===== config.mk =====
export PLATFORM = sky130hd
export DESIGN_NAME = pos_channel
export DESIGN_NICKNAME = d
export VERILOG_FILES = /design/src/hdl/pos_pkg.sv /design/src/hdl/pos_channel.sv
export SDC_FILE = /design/constraint.sdc
export NUM_CORES = 1
export LEC_CHECK = 0
export BUFFER_PORTS_ARGS = -buffer_cell sky130_fd_sc_hd__buf_2
export CAP_MARGIN = 20
export CORE_UTILIZATION = 45
export CTS_CLUSTER_SIZE = 12
export DETAILED_ROUTE_END_ITERATION = 12
export GPL_ROUTABILITY_DRIVEN = 0
export PLACE_DENSITY = 0.74
export SETUP_SLACK_MARGIN = 0.05
export SYNTH_ARGS = -nofsm -noshare
export SYNTH_HDL_FRONTEND = slang
export SYNTH_SLANG_ARGS = --single-unit

===== constraint.sdc =====
create_clock -name clock -period 2.7 [get_ports clock]
set_input_delay 0.135 -clock clock [delete_from_list [all_inputs] [get_ports clock]]
set_output_delay 0.135 -clock clock [all_outputs]
set_load 0.01 [all_outputs]

===== src/hdl/pos_pkg.sv =====
// Constants, types and register map of the PWM offset synchronisation channel
package pos_pkg;

  // Register word byte addresses
  localparam logic [5:0] ADDR_CONTROL    = 6'h00;
  localparam logic [5:0] ADDR_OFFSET_CON = 6'h04;
  localparam logic [5:0] ADDR_LOAD_CON   = 6'h08;
  localparam logic [5:0] ADDR_PHASE      = 6'h0c;
  localparam logic [5:0] ADDR_PERIOD     = 6'h10;
  localparam logic [5:0] ADDR_OFFSET     = 6'h14;
  localparam logic [5:0] ADDR_TIMER      = 6'h18;
  localparam logic [5:0] ADDR_STATUS     = 6'h1c;

  // Field positions
  localparam int CON_EN_BIT     = 7;
  localparam int CON_MODE_LSB   = 2;
  localparam int OFC_OFM_LSB    = 5;
  localparam int OFC_OFO_BIT    = 4;
  localparam int OFC_OFS_LSB    = 0;
  localparam int LDC_ARM_BIT    = 7;
  localparam int STA_STATE_LSB  = 0;
  localparam int STA_DOWN_BIT   = 2;
  localparam int STA_OFO_BIT    = 3;

  // Waveform modes; only center-aligned matters here
  localparam logic [1:0] WAVE_CENTER = 2'h3;

  // Offset modes
  typedef enum logic [1:0] {
    OFM_INDEP   = 2'b00,
    OFM_SYNC    = 2'b01,
    OFM_ONESHOT = 2'b10,
    OFM_CONT    = 2'b11
  } pos_ofm_t;

  // Timer run states
  typedef enum logic [1:0] {
    ST_OFF  = 2'b00,
    ST_WAIT = 2'b01,
    ST_RUN  = 2'b10
  } pos_state_t;

  localparam logic [15:0] TIMER_RELOAD = 16'h0001;
  localparam logic [15:0] TIMER_ZERO   = 16'h0000;

  typedef struct packed {
    pos_ofm_t   ofm;
    logic       match_direction_select;
    logic [1:0] ofs;
  } pos_ofcon_t;

  typedef struct packed {
    logic offset_match;
    logic phase_match;
    logic period_match;
  } pos_events_t;

endpackage


===== src/hdl/pos_channel.sv =====
// One PWM channel timer with offset synchronisation to a master channel
//
// Decided for this implementation: the Avalon-MM register port and the address map.
`timescale 1ns/1ns
module pos_channel #(
  parameter int NUM_MASTERS = 4
) (
  // Clock and reset
  input  wire logic                        clock,
  input  wire logic                        rst_b,
  // Avalon-MM slave
  input  wire logic [5:0]                  address,
  input  wire logic                        read,
  input  wire logic                        write,
  input  wire logic [31:0]                 writedata,
  output      logic [31:0]                 readdata,
  output      logic                        waitrequest,
  // Offset events from master channels, possibly on other module clocks
  input  wire logic [NUM_MASTERS-1:0]      master_offset_event,
  // Own events towards slaves and the waveform stage
  output      pos_pkg::pos_events_t        events,
  output      logic [15:0]                 channel_counter
);

  // Register state
  logic                  en_reg;
  logic [1:0]            wave_mode_reg;
  pos_pkg::pos_ofcon_t   ofcon_reg;
  logic                  ofo_active_reg;
  logic                  load_arm_reg;
  logic [15:0]           phase_value_pair_reg;
  logic [15:0]           period_value_pair_reg;
  logic [15:0]           offset_value_reg;
  logic [15:0]           timer_reg;
  logic                  down_reg;
  pos_pkg::pos_state_t   state_reg;
  logic [31:0]           readdata_reg;
  logic                  wait_reg;
  pos_pkg::pos_events_t  events_reg;

  // Synchroniser and edge detector per master input
  logic [NUM_MASTERS-1:0] sync1_reg;
  logic [NUM_MASTERS-1:0] sync2_reg;
  logic [NUM_MASTERS-1:0] sync3_reg;

  function automatic logic [31:0] pad16(input logic [15:0] v);
    pad16 = {16'h0000, v};
  endfunction

  function automatic logic [31:0] pad8(input logic [7:0] v);
    pad8 = {24'h000000, v};
  endfunction

  // Bus decode
  wire bus_wr   = write && !wait_reg;
  wire bus_rdq  = read && wait_reg;
  wire wr_con   = bus_wr && (address == pos_pkg::ADDR_CONTROL);
  wire wr_ofc   = bus_wr && (address == pos_pkg::ADDR_OFFSET_CON);
  wire wr_ldc   = bus_wr && (address == pos_pkg::ADDR_LOAD_CON);
  wire wr_ph    = bus_wr && (address == pos_pkg::ADDR_PHASE);
  wire wr_pr    = bus_wr && (address == pos_pkg::ADDR_PERIOD);
  wire wr_of    = bus_wr && (address == pos_pkg::ADDR_OFFSET);
  wire wr_tmr   = bus_wr && (address == pos_pkg::ADDR_TIMER);

  // Control fields
  wire       wr_en_bit  = writedata[pos_pkg::CON_EN_BIT];
  wire [1:0] wr_wave    = writedata[pos_pkg::CON_MODE_LSB +: 2];
  wire [1:0] wr_ofm     = writedata[pos_pkg::OFC_OFM_LSB +: 2];
  wire       wr_ofo     = writedata[pos_pkg::OFC_OFO_BIT];
  wire [1:0] wr_ofs     = writedata[pos_pkg::OFC_OFS_LSB +: 2];
  wire       wr_arm     = writedata[pos_pkg::LDC_ARM_BIT];
  wire       center     = (wave_mode_reg == pos_pkg::WAVE_CENTER);
  wire       running    = (state_reg == pos_pkg::ST_RUN);

  // Enable in bit 7, waveform mode in bits 3:2, the rest reads as zero
  wire [7:0] con_rd  = {en_reg, 3'h0, wave_mode_reg, 2'h0};
  wire [7:0] ofc_rd  = {1'b0, ofcon_reg.ofm, ofcon_reg.match_direction_select, 2'h0, ofcon_reg.ofs};
  wire [7:0] ldc_rd  = {load_arm_reg, 7'h00};
  wire [7:0] sta_rd  = {4'h0, ofo_active_reg, down_reg, state_reg};

  logic [31:0] rd_mux;
  always_comb
  begin
    case (address)
      pos_pkg::ADDR_CONTROL:    rd_mux = pad8(con_rd);
      pos_pkg::ADDR_OFFSET_CON: rd_mux = pad8(ofc_rd);
      pos_pkg::ADDR_LOAD_CON:   rd_mux = pad8(ldc_rd);
      pos_pkg::ADDR_PHASE:      rd_mux = pad16(phase_value_pair_reg);
      pos_pkg::ADDR_PERIOD:     rd_mux = pad16(period_value_pair_reg);
      pos_pkg::ADDR_OFFSET:     rd_mux = pad16(offset_value_reg);
      pos_pkg::ADDR_TIMER:      rd_mux = pad16(timer_reg);
      pos_pkg::ADDR_STATUS:     rd_mux = pad8(sta_rd);
      default:                  rd_mux = 32'h00000000;
    endcase
  end

  // Selected master event as a one-cycle pulse in this clock
  wire [NUM_MASTERS-1:0] ev_rise = sync2_reg & ~sync3_reg;
  wire master_ev = ev_rise[ofcon_reg.ofs];

  // Period event: top of count, or bottom of the down slope in center mode
  wire at_top     = (timer_reg == period_value_pair_reg);
  wire period_ev  = running && (center ? (down_reg && timer_reg == pos_pkg::TIMER_ZERO)
                                       : at_top);

  // Own offset match; direction bit only counts in center mode
  wire dir_ok     = !center || (down_reg == ofo_active_reg);
  wire offset_ev  = running && (timer_reg == offset_value_reg) && dir_ok;
  wire phase_ev   = running && (timer_reg == phase_value_pair_reg);

  // Timer and run state
  pos_pkg::pos_state_t state_next;
  logic [15:0]         timer_next;
  logic                down_next;
  always_comb
  begin
    state_next = state_reg;
    timer_next = timer_reg;
    down_next  = down_reg;
    if (!en_reg)
    begin
      state_next = pos_pkg::ST_OFF;
    end
    else
    begin
      case (state_reg)
        pos_pkg::ST_OFF:
        begin
          // Independent starts on enable; slaves arm and wait
          if (ofcon_reg.ofm == pos_pkg::OFM_INDEP)
            state_next = pos_pkg::ST_RUN;
          else
            state_next = pos_pkg::ST_WAIT;
        end
        pos_pkg::ST_WAIT:
        begin
          // Mode switch to independent while waiting releases the hold
          if (master_ev || ofcon_reg.ofm == pos_pkg::OFM_INDEP)
            state_next = pos_pkg::ST_RUN;
        end
        pos_pkg::ST_RUN:
        begin
          if (period_ev)
          begin
            timer_next = pos_pkg::TIMER_ZERO;
            down_next  = 1'b0;
            if (ofcon_reg.ofm == pos_pkg::OFM_ONESHOT)
              state_next = pos_pkg::ST_WAIT;
          end
          else if (master_ev && ofcon_reg.ofm == pos_pkg::OFM_CONT)
          begin
            timer_next = pos_pkg::TIMER_RELOAD;
            down_next  = 1'b0;
          end
          else if (center && at_top && !down_reg)
          begin
            down_next  = 1'b1;
            timer_next = timer_reg - 16'h0001;
          end
          else if (down_reg)
          begin
            timer_next = timer_reg - 16'h0001;
          end
          else
          begin
            // Master events in sync and one-shot runs fall through unused
            timer_next = timer_reg + 16'h0001;
          end
        end
        default:
        begin
          state_next = pos_pkg::ST_OFF;
        end
      endcase
    end
    if (wr_tmr)
      timer_next = writedata[15:0];
  end

  // Direction bit load: free while stopped, on armed period boundary while running
  wire ofo_load  = !running || (load_arm_reg && period_ev);
  wire ofo_next  = ofo_load ? (wr_ofc ? wr_ofo : ofcon_reg.match_direction_select) : ofo_active_reg;
  // A new arm written in the load cycle survives the hardware clear
  wire arm_next  = wr_ldc ? wr_arm : (load_arm_reg && !(running && period_ev));

  always_ff @(posedge clock)
  begin
    if (!rst_b)
    begin
      sync1_reg <= '0;
      sync2_reg <= '0;
      sync3_reg <= '0;
    end
    else
    begin
      sync1_reg <= master_offset_event;
      sync2_reg <= sync1_reg;
      sync3_reg <= sync2_reg;
    end
  end

  always_ff @(posedge clock)
  begin
    if (!rst_b)
    begin
      en_reg                <= 1'b0;
      wave_mode_reg         <= 2'h0;
      ofcon_reg             <= '{pos_pkg::OFM_INDEP, 1'b0, 2'h0};
      ofo_active_reg        <= 1'b0;
      load_arm_reg          <= 1'b0;
      phase_value_pair_reg  <= 16'h0000;
      period_value_pair_reg <= 16'h0000;
      offset_value_reg      <= 16'h0000;
    end
    else
    begin
      if (wr_con)
      begin
        en_reg        <= wr_en_bit;
        wave_mode_reg <= wr_wave;
      end
      if (wr_ofc)
        ofcon_reg <= '{pos_pkg::pos_ofm_t'(wr_ofm), wr_ofo, wr_ofs};
      if (wr_ph)
        phase_value_pair_reg <= writedata[15:0];
      if (wr_pr)
        period_value_pair_reg <= writedata[15:0];
      if (wr_of)
        offset_value_reg <= writedata[15:0];
      ofo_active_reg <= ofo_next;
      load_arm_reg   <= arm_next;
    end
  end

  always_ff @(posedge clock)
  begin
    if (!rst_b)
    begin
      state_reg  <= pos_pkg::ST_OFF;
      timer_reg  <= 16'h0000;
      down_reg   <= 1'b0;
      events_reg <= '0;
    end
    else
    begin
      state_reg  <= state_next;
      timer_reg  <= timer_next;
      down_reg   <= down_next;
      events_reg <= '{offset_ev, phase_ev, period_ev};
    end
  end

  // One wait cycle per access; waitrequest idles high
  always_ff @(posedge clock)
  begin
    if (!rst_b)
    begin
      wait_reg     <= 1'b1;
      readdata_reg <= 32'h00000000;
    end
    else
    begin
      wait_reg <= !((read || write) && wait_reg);
      if (bus_rdq)
        readdata_reg <= rd_mux;
    end
  end

  assign readdata        = readdata_reg;
  assign waitrequest     = wait_reg;
  assign events          = events_reg;
  assign channel_counter = timer_reg;

endmodule


After elaboration in Yosys (flattened, before gate mapping)
Cells that the tools add are included.
{ "word_totals": {"regBits": 125, "in_bits": 46, "word_cells": 108, "output_inout_bits": 52} }
{ "classes": {"reduce_logical": 42, "n_eq_ne": 19, "muxes": 21, "n_lt_le_gt_ge": 1, "add_sub_neg": 2, "n_bitwise": 2} }
{ "ops": {"columns": ["cell", "n"], "rows": [
  ["case mux 16 bit (8 select lines)", 1],
  ["two-way mux 16 bit", 7],
  ["equality test 16 bit", 3],
  ["equality test 6 x 5 -> 1 bit (second input constant)", 4],
  ["logical AND 1 bit", 21],
  ["adder 16 x 1 -> 16 bit (second input constant)", 1],
  ["zero test 16 bit", 1],
  ["subtractor 16 x 1 -> 16 bit (second input constant)", 1],
  ["equality test 6 x 4 -> 1 bit (second input constant)", 2],
  ["equality test 2 bit (second input constant)", 4],
  ["two-way mux 2 bit", 4],
  ["two-way mux 1 bit", 7],
  ["equality test 6 x 3 -> 1 bit (second input constant)", 1],
  ["zero test 1 bit", 6],
  ["zero test 6 bit", 1],
  ["case mux 2 bit (3 select lines)", 1],
  ["AND reduction 3 bit", 2],
  ["bitwise AND 4 bit", 1],
  ["zero test 2 bit", 2],
  ["logical OR 1 bit", 4],
  ["inequality test 2 x 1 -> 1 bit (second input constant)", 2],
  ["inverter 4 bit", 1],
  ["AND reduction 2 bit", 2],
  ["nonzero test 2 bit", 2],
  ["other kinds (6)", 6]
]} }

Depth between registers and ports, before layout
Gate-level depths: netlist of the first run.
{ "logic_depth": {"ltp_word": 10, "mapped_depth": 10, "ltp_nobuf": 8} }

Worst setup path before layout of the first run
OpenSTA, ideal clock, no wires.
{ "synth_path": {"path_type": "reg2reg", "start": "register timer_reg[0], in the netlist channel_counter[0]", "end": "register timer_reg[3], in the netlist channel_counter[3]", "t_arrival_ns": 2.151, "required_ns": 2.580, "setup_ns": 0.120, "path_stages_with_launch": 10, "period_less_slack_ns": 2.271, "path_slack_ns": 0.429, "path_buffers": 3, "cell_sequence": "dfxtp_1 > buf_2 > xor2_1 > nor4_1 > and4_1 > buf_2 > buf_4 > a21oi_1 > o2111a_1 > a211o_1"} }
{ "synth_between": {"elab_chain_len": 9, "word_cells_on_any_way": 16, "cone_classes": "add/sub (2); eq/ne (1); mux (8); reduce/logical (5)"} }
{ "synth_lines": {"columns": ["item", "line_no", "text"], "rows": [
  ["start, declared", "pos_channel.sv:34", "logic [15:0] timer_reg;"],
  ["start signal, assigned", "pos_channel.sv:247", "timer_reg <= timer_next;"],
  ["parallel branches: the longest is 5 deep, another holds adder 16 x 1 -> 16 bit", null, null],
  ["two-way mux 16 bit *", "pos_channel.sv:143", "if (period_ev)"],
  ["two-way mux 16 bit *", "pos_channel.sv:126", "case (state_reg)"],
  ["two-way mux 16 bit *", "pos_channel.sv:120", "if (!en_reg)"],
  ["two-way mux 16 bit *", "pos_channel.sv:176", "if (wr_tmr)"]
]} }
Mark *: on every way between the ends. The select of a mux whose other input is x is not followed.
A chain may end at the register's enable or synchronous reset.

Final worst setup path of the first run
{ "layout_path": {"start": "register timer_reg[4], in the netlist channel_counter[4]", "end": "register ofo_active_reg"} }
{ "layout_between": {"elab_chain_len": 6, "word_cells_on_any_way": 7, "cone_classes": "eq/ne (1); mux (1); reduce/logical (5)"} }
{ "layout_lines": {"columns": ["item", "line_no", "text"], "rows": [
  ["zero test 16 bit", "pos_channel.sv:103", "wire period_ev = running && (center ? (down_reg && timer_reg == pos_pkg::TIMER_ZERO)"],
  ["logical AND 1 bit", "pos_channel.sv:103", null],
  ["two-way mux 1 bit *", "pos_channel.sv:103", null],
  ["logical AND 1 bit *", "pos_channel.sv:103", null],
  ["logical AND 1 bit *", "pos_channel.sv:181", "wire ofo_load = !running || (load_arm_reg && period_ev);"],
  ["logical OR 1 bit *", "pos_channel.sv:181", null],
  ["end signal, assigned", "pos_channel.sv:230", "ofo_active_reg <= ofo_next;"],
  ["end, declared", "pos_channel.sv:29", "logic ofo_active_reg;"]
]} }
Every way passes the cells marked *; elsewhere a longest branch is shown, timed or not.

==> results.sh, run 1 <==
export IMPL_top_usage_layer="met2"
export IMPL_clock_path_buffers=2
export IMPL_ys_warn_count=0
export IMPL_min_period_ns=2.43
export IMPL_route_vias_total=5981
export IMPL_syn_cell_area_um2=6220
export IMPL_initial_core_util_pct=46.6
export IMPL_grtUsageMet3_pct=4.61
export IMPL_setup_violations=0
export IMPL_min_from="master_offset_event[3]"
export IMPL_max_freq_mhz=411
export IMPL_nNetsFinal=880
export IMPL_synth_adder_area_share_pct=0.604
export IMPL_clk_latency_ns=0.36
export IMPL_synth_simple_area_share_pct=26.2
export IMPL_place_ws_ns=0.283
export IMPL_final_cell_mix="nand2_1, dfxtp_1, nand3_1"
export IMPL_period_share_pct=90.2
export IMPL_max_slew_margin_pct=51.5
export IMPL_peakVddDrop_mv=0.409
export IMPL_num_rows=42
export IMPL_report_power_total_mw=3.08
export IMPL_hold_class="in -> reg"
export IMPL_crit_type="reg -> reg"
export IMPL_ys_seq_area_share_pct=35.1
export IMPL_port_buffers=65
export IMPL_synth_mux_area_share_pct=3.08
export IMPL_grt_pass1_vias=5594
export IMPL_drt_first_pass_iters=6
export IMPL_grt_max_degree=80
export IMPL_dp_cells=992
export IMPL_final_cells=1012
export IMPL_setup_ws_ns=0.266
export IMPL_cts_htree_levels=3
export IMPL_ys_async_sr_fraction_pct=0
export IMPL_cp_required_ns=2.95
export IMPL_use_met1_pct=36.7
export IMPL_cellPowerDensity_nw_per_um2=431
export IMPL_drt_drc_violations_left=0
export IMPL_cts_tree="yes"
export IMPL_drt_total_wl_um=18100
export IMPL_skew_ns=0.00914
export IMPL_slew_violations=0
export IMPL_syn_to_final_growth_pct=14.9
export IMPL_gr_usage_met2_pct=39.7
export IMPL_hold_ws_ns=0.0146
export IMPL_first_iter_violations=694
export IMPL_cap_violations=0
export IMPL_synthFlopType="dfxtp_1"
export IMPL_hold_violations=0
export IMPL_holdPathStages=2
export IMPL_status="finished, final reports clean"
export IMPL_yosys_register_bits=109
export IMPL_path_clk_slew_ns=0.07
export IMPL_r2r_end="ofo_active_reg"
export IMPL_fp_dieH_um=120
export IMPL_startpoint_type="flop"
export IMPL_synth_edf_count=0
export IMPL_io_pins=98
export IMPL_num_antenna_cells=0
export IMPL_postRouteAntennaNets=0
export IMPL_finalSetupTns_ns=0
export IMPL_fin_util_pct=53.5
export IMPL_synthXorXnorAreaFrac_pct=7.04
export IMPL_synth_distinct_cells=59
export IMPL_antenna_found_initial=0
export IMPL_die_area_um2=14300
export IMPL_cts_sinks=109
export IMPL_reg2reg_slack_ns=0.27
export IMPL_synth_compound_area_share_pct=21.2
export IMPL_end_kind="flop"
export IMPL_hold_path_end="sync1_reg[3]"
export IMPL_grt_usage_pct=26.3
export IMPL_wl_per_cell_um=17.9
export IMPL_r2r_start="channel_counter[4]"
export IMPL_grt_ovfl_total=0
export IMPL_synth_top_family_by_area="simple AND/OR/NAND/NOR gates"
export IMPL_fp_coreArea_um2=13300
export IMPL_critPathMaxFanout=9
export IMPL_avgSynthCellArea_um2=8.12
export IMPL_grt_pass1_wl_um=29700
export IMPL_die_w_um=120
export IMPL_cts_buffers=9
export IMPL_cp_arrival_ns=2.68
export IMPL_total_leakage_power_nw=2.96
export IMPL_final_common_cell="nand2_1"
export IMPL_placed_area_um2=6820
export IMPL_vias_per_cell=5.91
export IMPL_syn_inst=766
export IMPL_drive_above_1_share_pct=17.2
export IMPL_tightest_slew_ns=0.727
export IMPL_dp_hpwl_um=13300
export IMPL_stdcell_area_um2=7140
export IMPL_cts_root_buffer="clkbuf_16"
export IMPL_r2r_cells=7
export IMPL_rsz0062_at_grt="no"
## report_power, final
part           switching [mW]  total (mW)  leakage (nW)  internal [mW]
logic                   0.127       0.196          1.94         0.0688
clock network           0.625        1.26         0.135          0.638
registers             0.00665        1.62         0.880           1.62
## metal layers
metal,up-vias,routed length (um)
met1,2825,8100
met2,261,8140
li1,2857,-
met4,0,485
met5,-,0
met3,38,1360
## logic make-up after synthesis
logic type               after synthesis
flip-flops                           109
AND/OR/NAND/NOR                      324
multiplexers                          16
other                                  1
AO/OA/AOI/OAI                        176
adder cells (fa/ha/maj)                3
XOR/XNOR                              50
buffers and inverters                 87
## critical path, cell delays in order, from the launching register on
cell	delay (ns)
dfxtp_1	0.36
xor2_1	0.17
nor4_1	0.40
and4_2	0.38
buf_4	0.20
a21oi_1	0.20
o21ai_0	0.26
mux2_2	0.35
## layout make-up
type                       count  area, um2
clock buffer                  11        233
clock inverter                 5       40.0
fill                        1280       6200
inverter                       7       26.3
multi-input combinational    585       3690
sequential                   109       2180
tap                          176        220
timing repair buffer         119        753
## worst max path at each step
stage / start / endpoint / slack, ns / cells after the start
floorplan: channel_counter[0] / channel_counter[3] / 0.43 / 9
detailed placement: channel_counter[0] / ofo_active_reg / 0.28 / 7
finish: channel_counter[4] / ofo_active_reg / 0.27 / 7
CTS: channel_counter[0] / ofo_active_reg / 0.25 / 7
global route: channel_counter[11] / ofo_active_reg / 0.05 / 7
global placement: channel_counter[0] / ofo_active_reg / 0.27 / 7
## synth_stat cells (all sizes together), types with 11 or more instances
library cell | count | area share, %
nor4 | 16 | 1.7
xnor2 | 12 | 1.7
and2 | 16 | 1.6
nand4 | 11 | 1.1
a21boi | 52 | 6.3
nor2b | 31 | 3.1
dfxtp | 109 | 35
clkbuf | 43 | 2.6
o21ai | 12 | 0.97
buf | 37 | 3.7
nand3 | 81 | 6.5
nand2 | 114 | 6.9
xor2 | 38 | 5.4
nor2 | 15 | 0.91
o211ai | 11 | 1.3
a222oi | 13 | 2.1
a21oi | 34 | 2.7
## timing repair
item                                    in CTS  in global routing
hold buffers                                 4                  0
resized for setup                            0                  2
endpoints found under the setup margin       0                  1
hold endpoints to repair                     4                  0
setup buffers                                0                  0
No activity file was read; power rests on OpenSTA's default activity.
==> inputs of run 2 (changes only) <==
--- a/config.mk
+++ b/config.mk
@@ -11,6 +11,7 @@
 export CTS_CLUSTER_SIZE = 12
 export DETAILED_ROUTE_END_ITERATION = 12
 export GPL_ROUTABILITY_DRIVEN = 0
+export HOLD_SLACK_MARGIN = 0.15
 export PLACE_DENSITY = 0.74
 export SETUP_SLACK_MARGIN = 0.05
 export SYNTH_ARGS = -nofsm -noshare
==> run 2 against run 1 <==
Count of clock-buffer cells in the layout unchanged; critical path depth did not move; register-to-register slack got worse by 0.03 ns; power rose by 0.83%; worst setup slack worse by 0.030 ns; non-clock buffer count rose by 19; sequential power is essentially flat; first-iteration DRC count is 10% higher; largest cell class unchanged.
==> results.sh, run 2 (synthesis gave the netlist of run 1 again) <==
export IMPL_wl_per_cell_um=17.6
export IMPL_drt_total_wl_um=18200
export IMPL_critPathMaxFanout=9
export IMPL_end_kind="flop"
export IMPL_grt_pass1_vias=5672
export IMPL_setup_violations=0
export IMPL_finalSetupTns_ns=0
export IMPL_clk_latency_ns=0.36
export IMPL_period_share_pct=91.3
export IMPL_total_leakage_power_nw=3.03
export IMPL_startpoint_type="flop"
export IMPL_port_buffers=65
export IMPL_status="finished, final reports clean"
export IMPL_fp_coreArea_um2=13300
export IMPL_syn_to_final_growth_pct=17.9
export IMPL_die_area_um2=14300
export IMPL_vias_per_cell=5.85
export IMPL_drt_first_pass_iters=6
export IMPL_final_cells=1031
export IMPL_drt_drc_violations_left=0
export IMPL_cts_buffers=9
export IMPL_cp_required_ns=2.95
export IMPL_rsz0062_at_grt="no"
export IMPL_postRouteAntennaNets=0
export IMPL_num_antenna_cells=0
export IMPL_cts_sinks=109
export IMPL_clock_path_buffers=2
export IMPL_antenna_found_initial=0
export IMPL_final_common_cell="nand2_1"
export IMPL_dp_cells=992
export IMPL_cts_htree_levels=3
export IMPL_cp_arrival_ns=2.71
export IMPL_grt_usage_pct=26.5
export IMPL_slew_violations=0
export IMPL_tightest_slew_ns=0.723
export IMPL_crit_type="reg -> reg"
export IMPL_skew_ns=0.00889
export IMPL_placed_area_um2=6820
export IMPL_path_clk_slew_ns=0.08
export IMPL_fp_dieH_um=120
export IMPL_die_w_um=120
export IMPL_hold_ws_ns=0.202
export IMPL_grt_pass1_wl_um=30000
export IMPL_max_slew_margin_pct=51.8
export IMPL_grt_ovfl_total=0
export IMPL_min_period_ns=2.46
export IMPL_cap_violations=0
export IMPL_max_freq_mhz=406
export IMPL_initial_core_util_pct=46.6
export IMPL_cts_tree="yes"
export IMPL_cellPowerDensity_nw_per_um2=424
export IMPL_peakVddDrop_mv=0.409
export IMPL_cts_root_buffer="clkbuf_16"
export IMPL_num_rows=42
export IMPL_report_power_total_mw=3.11
export IMPL_drive_above_1_share_pct=16.8
export IMPL_first_iter_violations=765
export IMPL_route_vias_total=6036
export IMPL_stdcell_area_um2=7330
export IMPL_hold_class="in -> reg"
export IMPL_grt_max_degree=80
export IMPL_hold_violations=0
export IMPL_io_pins=98
export IMPL_final_cell_mix="nand2_1, dfxtp_1, nand3_1"
export IMPL_dp_hpwl_um=13300
export IMPL_nNetsFinal=899
## run 2: cell count changes in the layout (fill, tap and decap cells not counted)
| cell | before | now |
|---|---|---|
| dlygate4sd3_1 | 4 | 23 |
## run 2: area by class of cell
| type | count | area (um2) |
|---|---|---|
| flip-flops and latches | 109 | 2180 |
| multi-input cells | 585 | 3690 |
| fillers | 1260 | 6010 |
| well taps | 176 | 220 |
| inverters | 7 | 26.3 |
| repair buffers | 138 | 943 |
| clock buffers | 11 | 233 |
| clock inverters | 5 | 40.0 |
## run 2: metal layers
layer | up-vias | global-route usage (%) | part of all wire (%)
met3 | 42 | 4.61 | 7.8
li1 | 2899 | - | -
met1 | 2845 | 36.8 | 44
met2 | 250 | 40.4 | 45
met5 | - | 0 | 0
met4 | 0 | 11.3 | 2.8
## run 2: final timing paths
path | startpoint | endpoint | slack, ns | cells after the start
worst max-delay path | channel_counter[0] | ofo_active_reg | 0.24 | 7
worst min-delay path | address[3] | load_arm_reg | 0.20 | 3
worst max register to register | channel_counter[0] | ofo_active_reg | 0.24 | 7
worst min register to register | sync1_reg[2] | sync2_reg[2] | 0.44 | 1
## run 2: power by group
group,internal (mW),total (mW),switching (mW)
Sequential,1.62,1.62,0.00669
Combinational,0.0870,0.217,0.130
Clock,0.638,1.27,0.628
## run 2: worst max-delay path, stage by stage (launching register included)
cell     delay [ns]
dfxtp_1        0.49
xor2_1         0.13
nor4_1         0.35
and4_2         0.36
buf_4          0.20
a21oi_1        0.20
o21ai_0        0.26
mux2_2         0.35
## run 2: stage by stage
stage          setup WS [ns]  util, %
6_report               0.236     54.9
5_1_grt               0.0526     54.9
4_1_cts                0.249     54.9
3_5_place_dp           0.283     51.1
3_3_place_gp           0.274     51.1
2_1_floorplan          0.429        -
## run 2: timing repair
action,in CTS,in global routing
hold endpoints to repair,56,0
hold buffers,23,0
setup endpoints to repair,0,1
gates resized for setup,0,2
buffers inserted,0,0
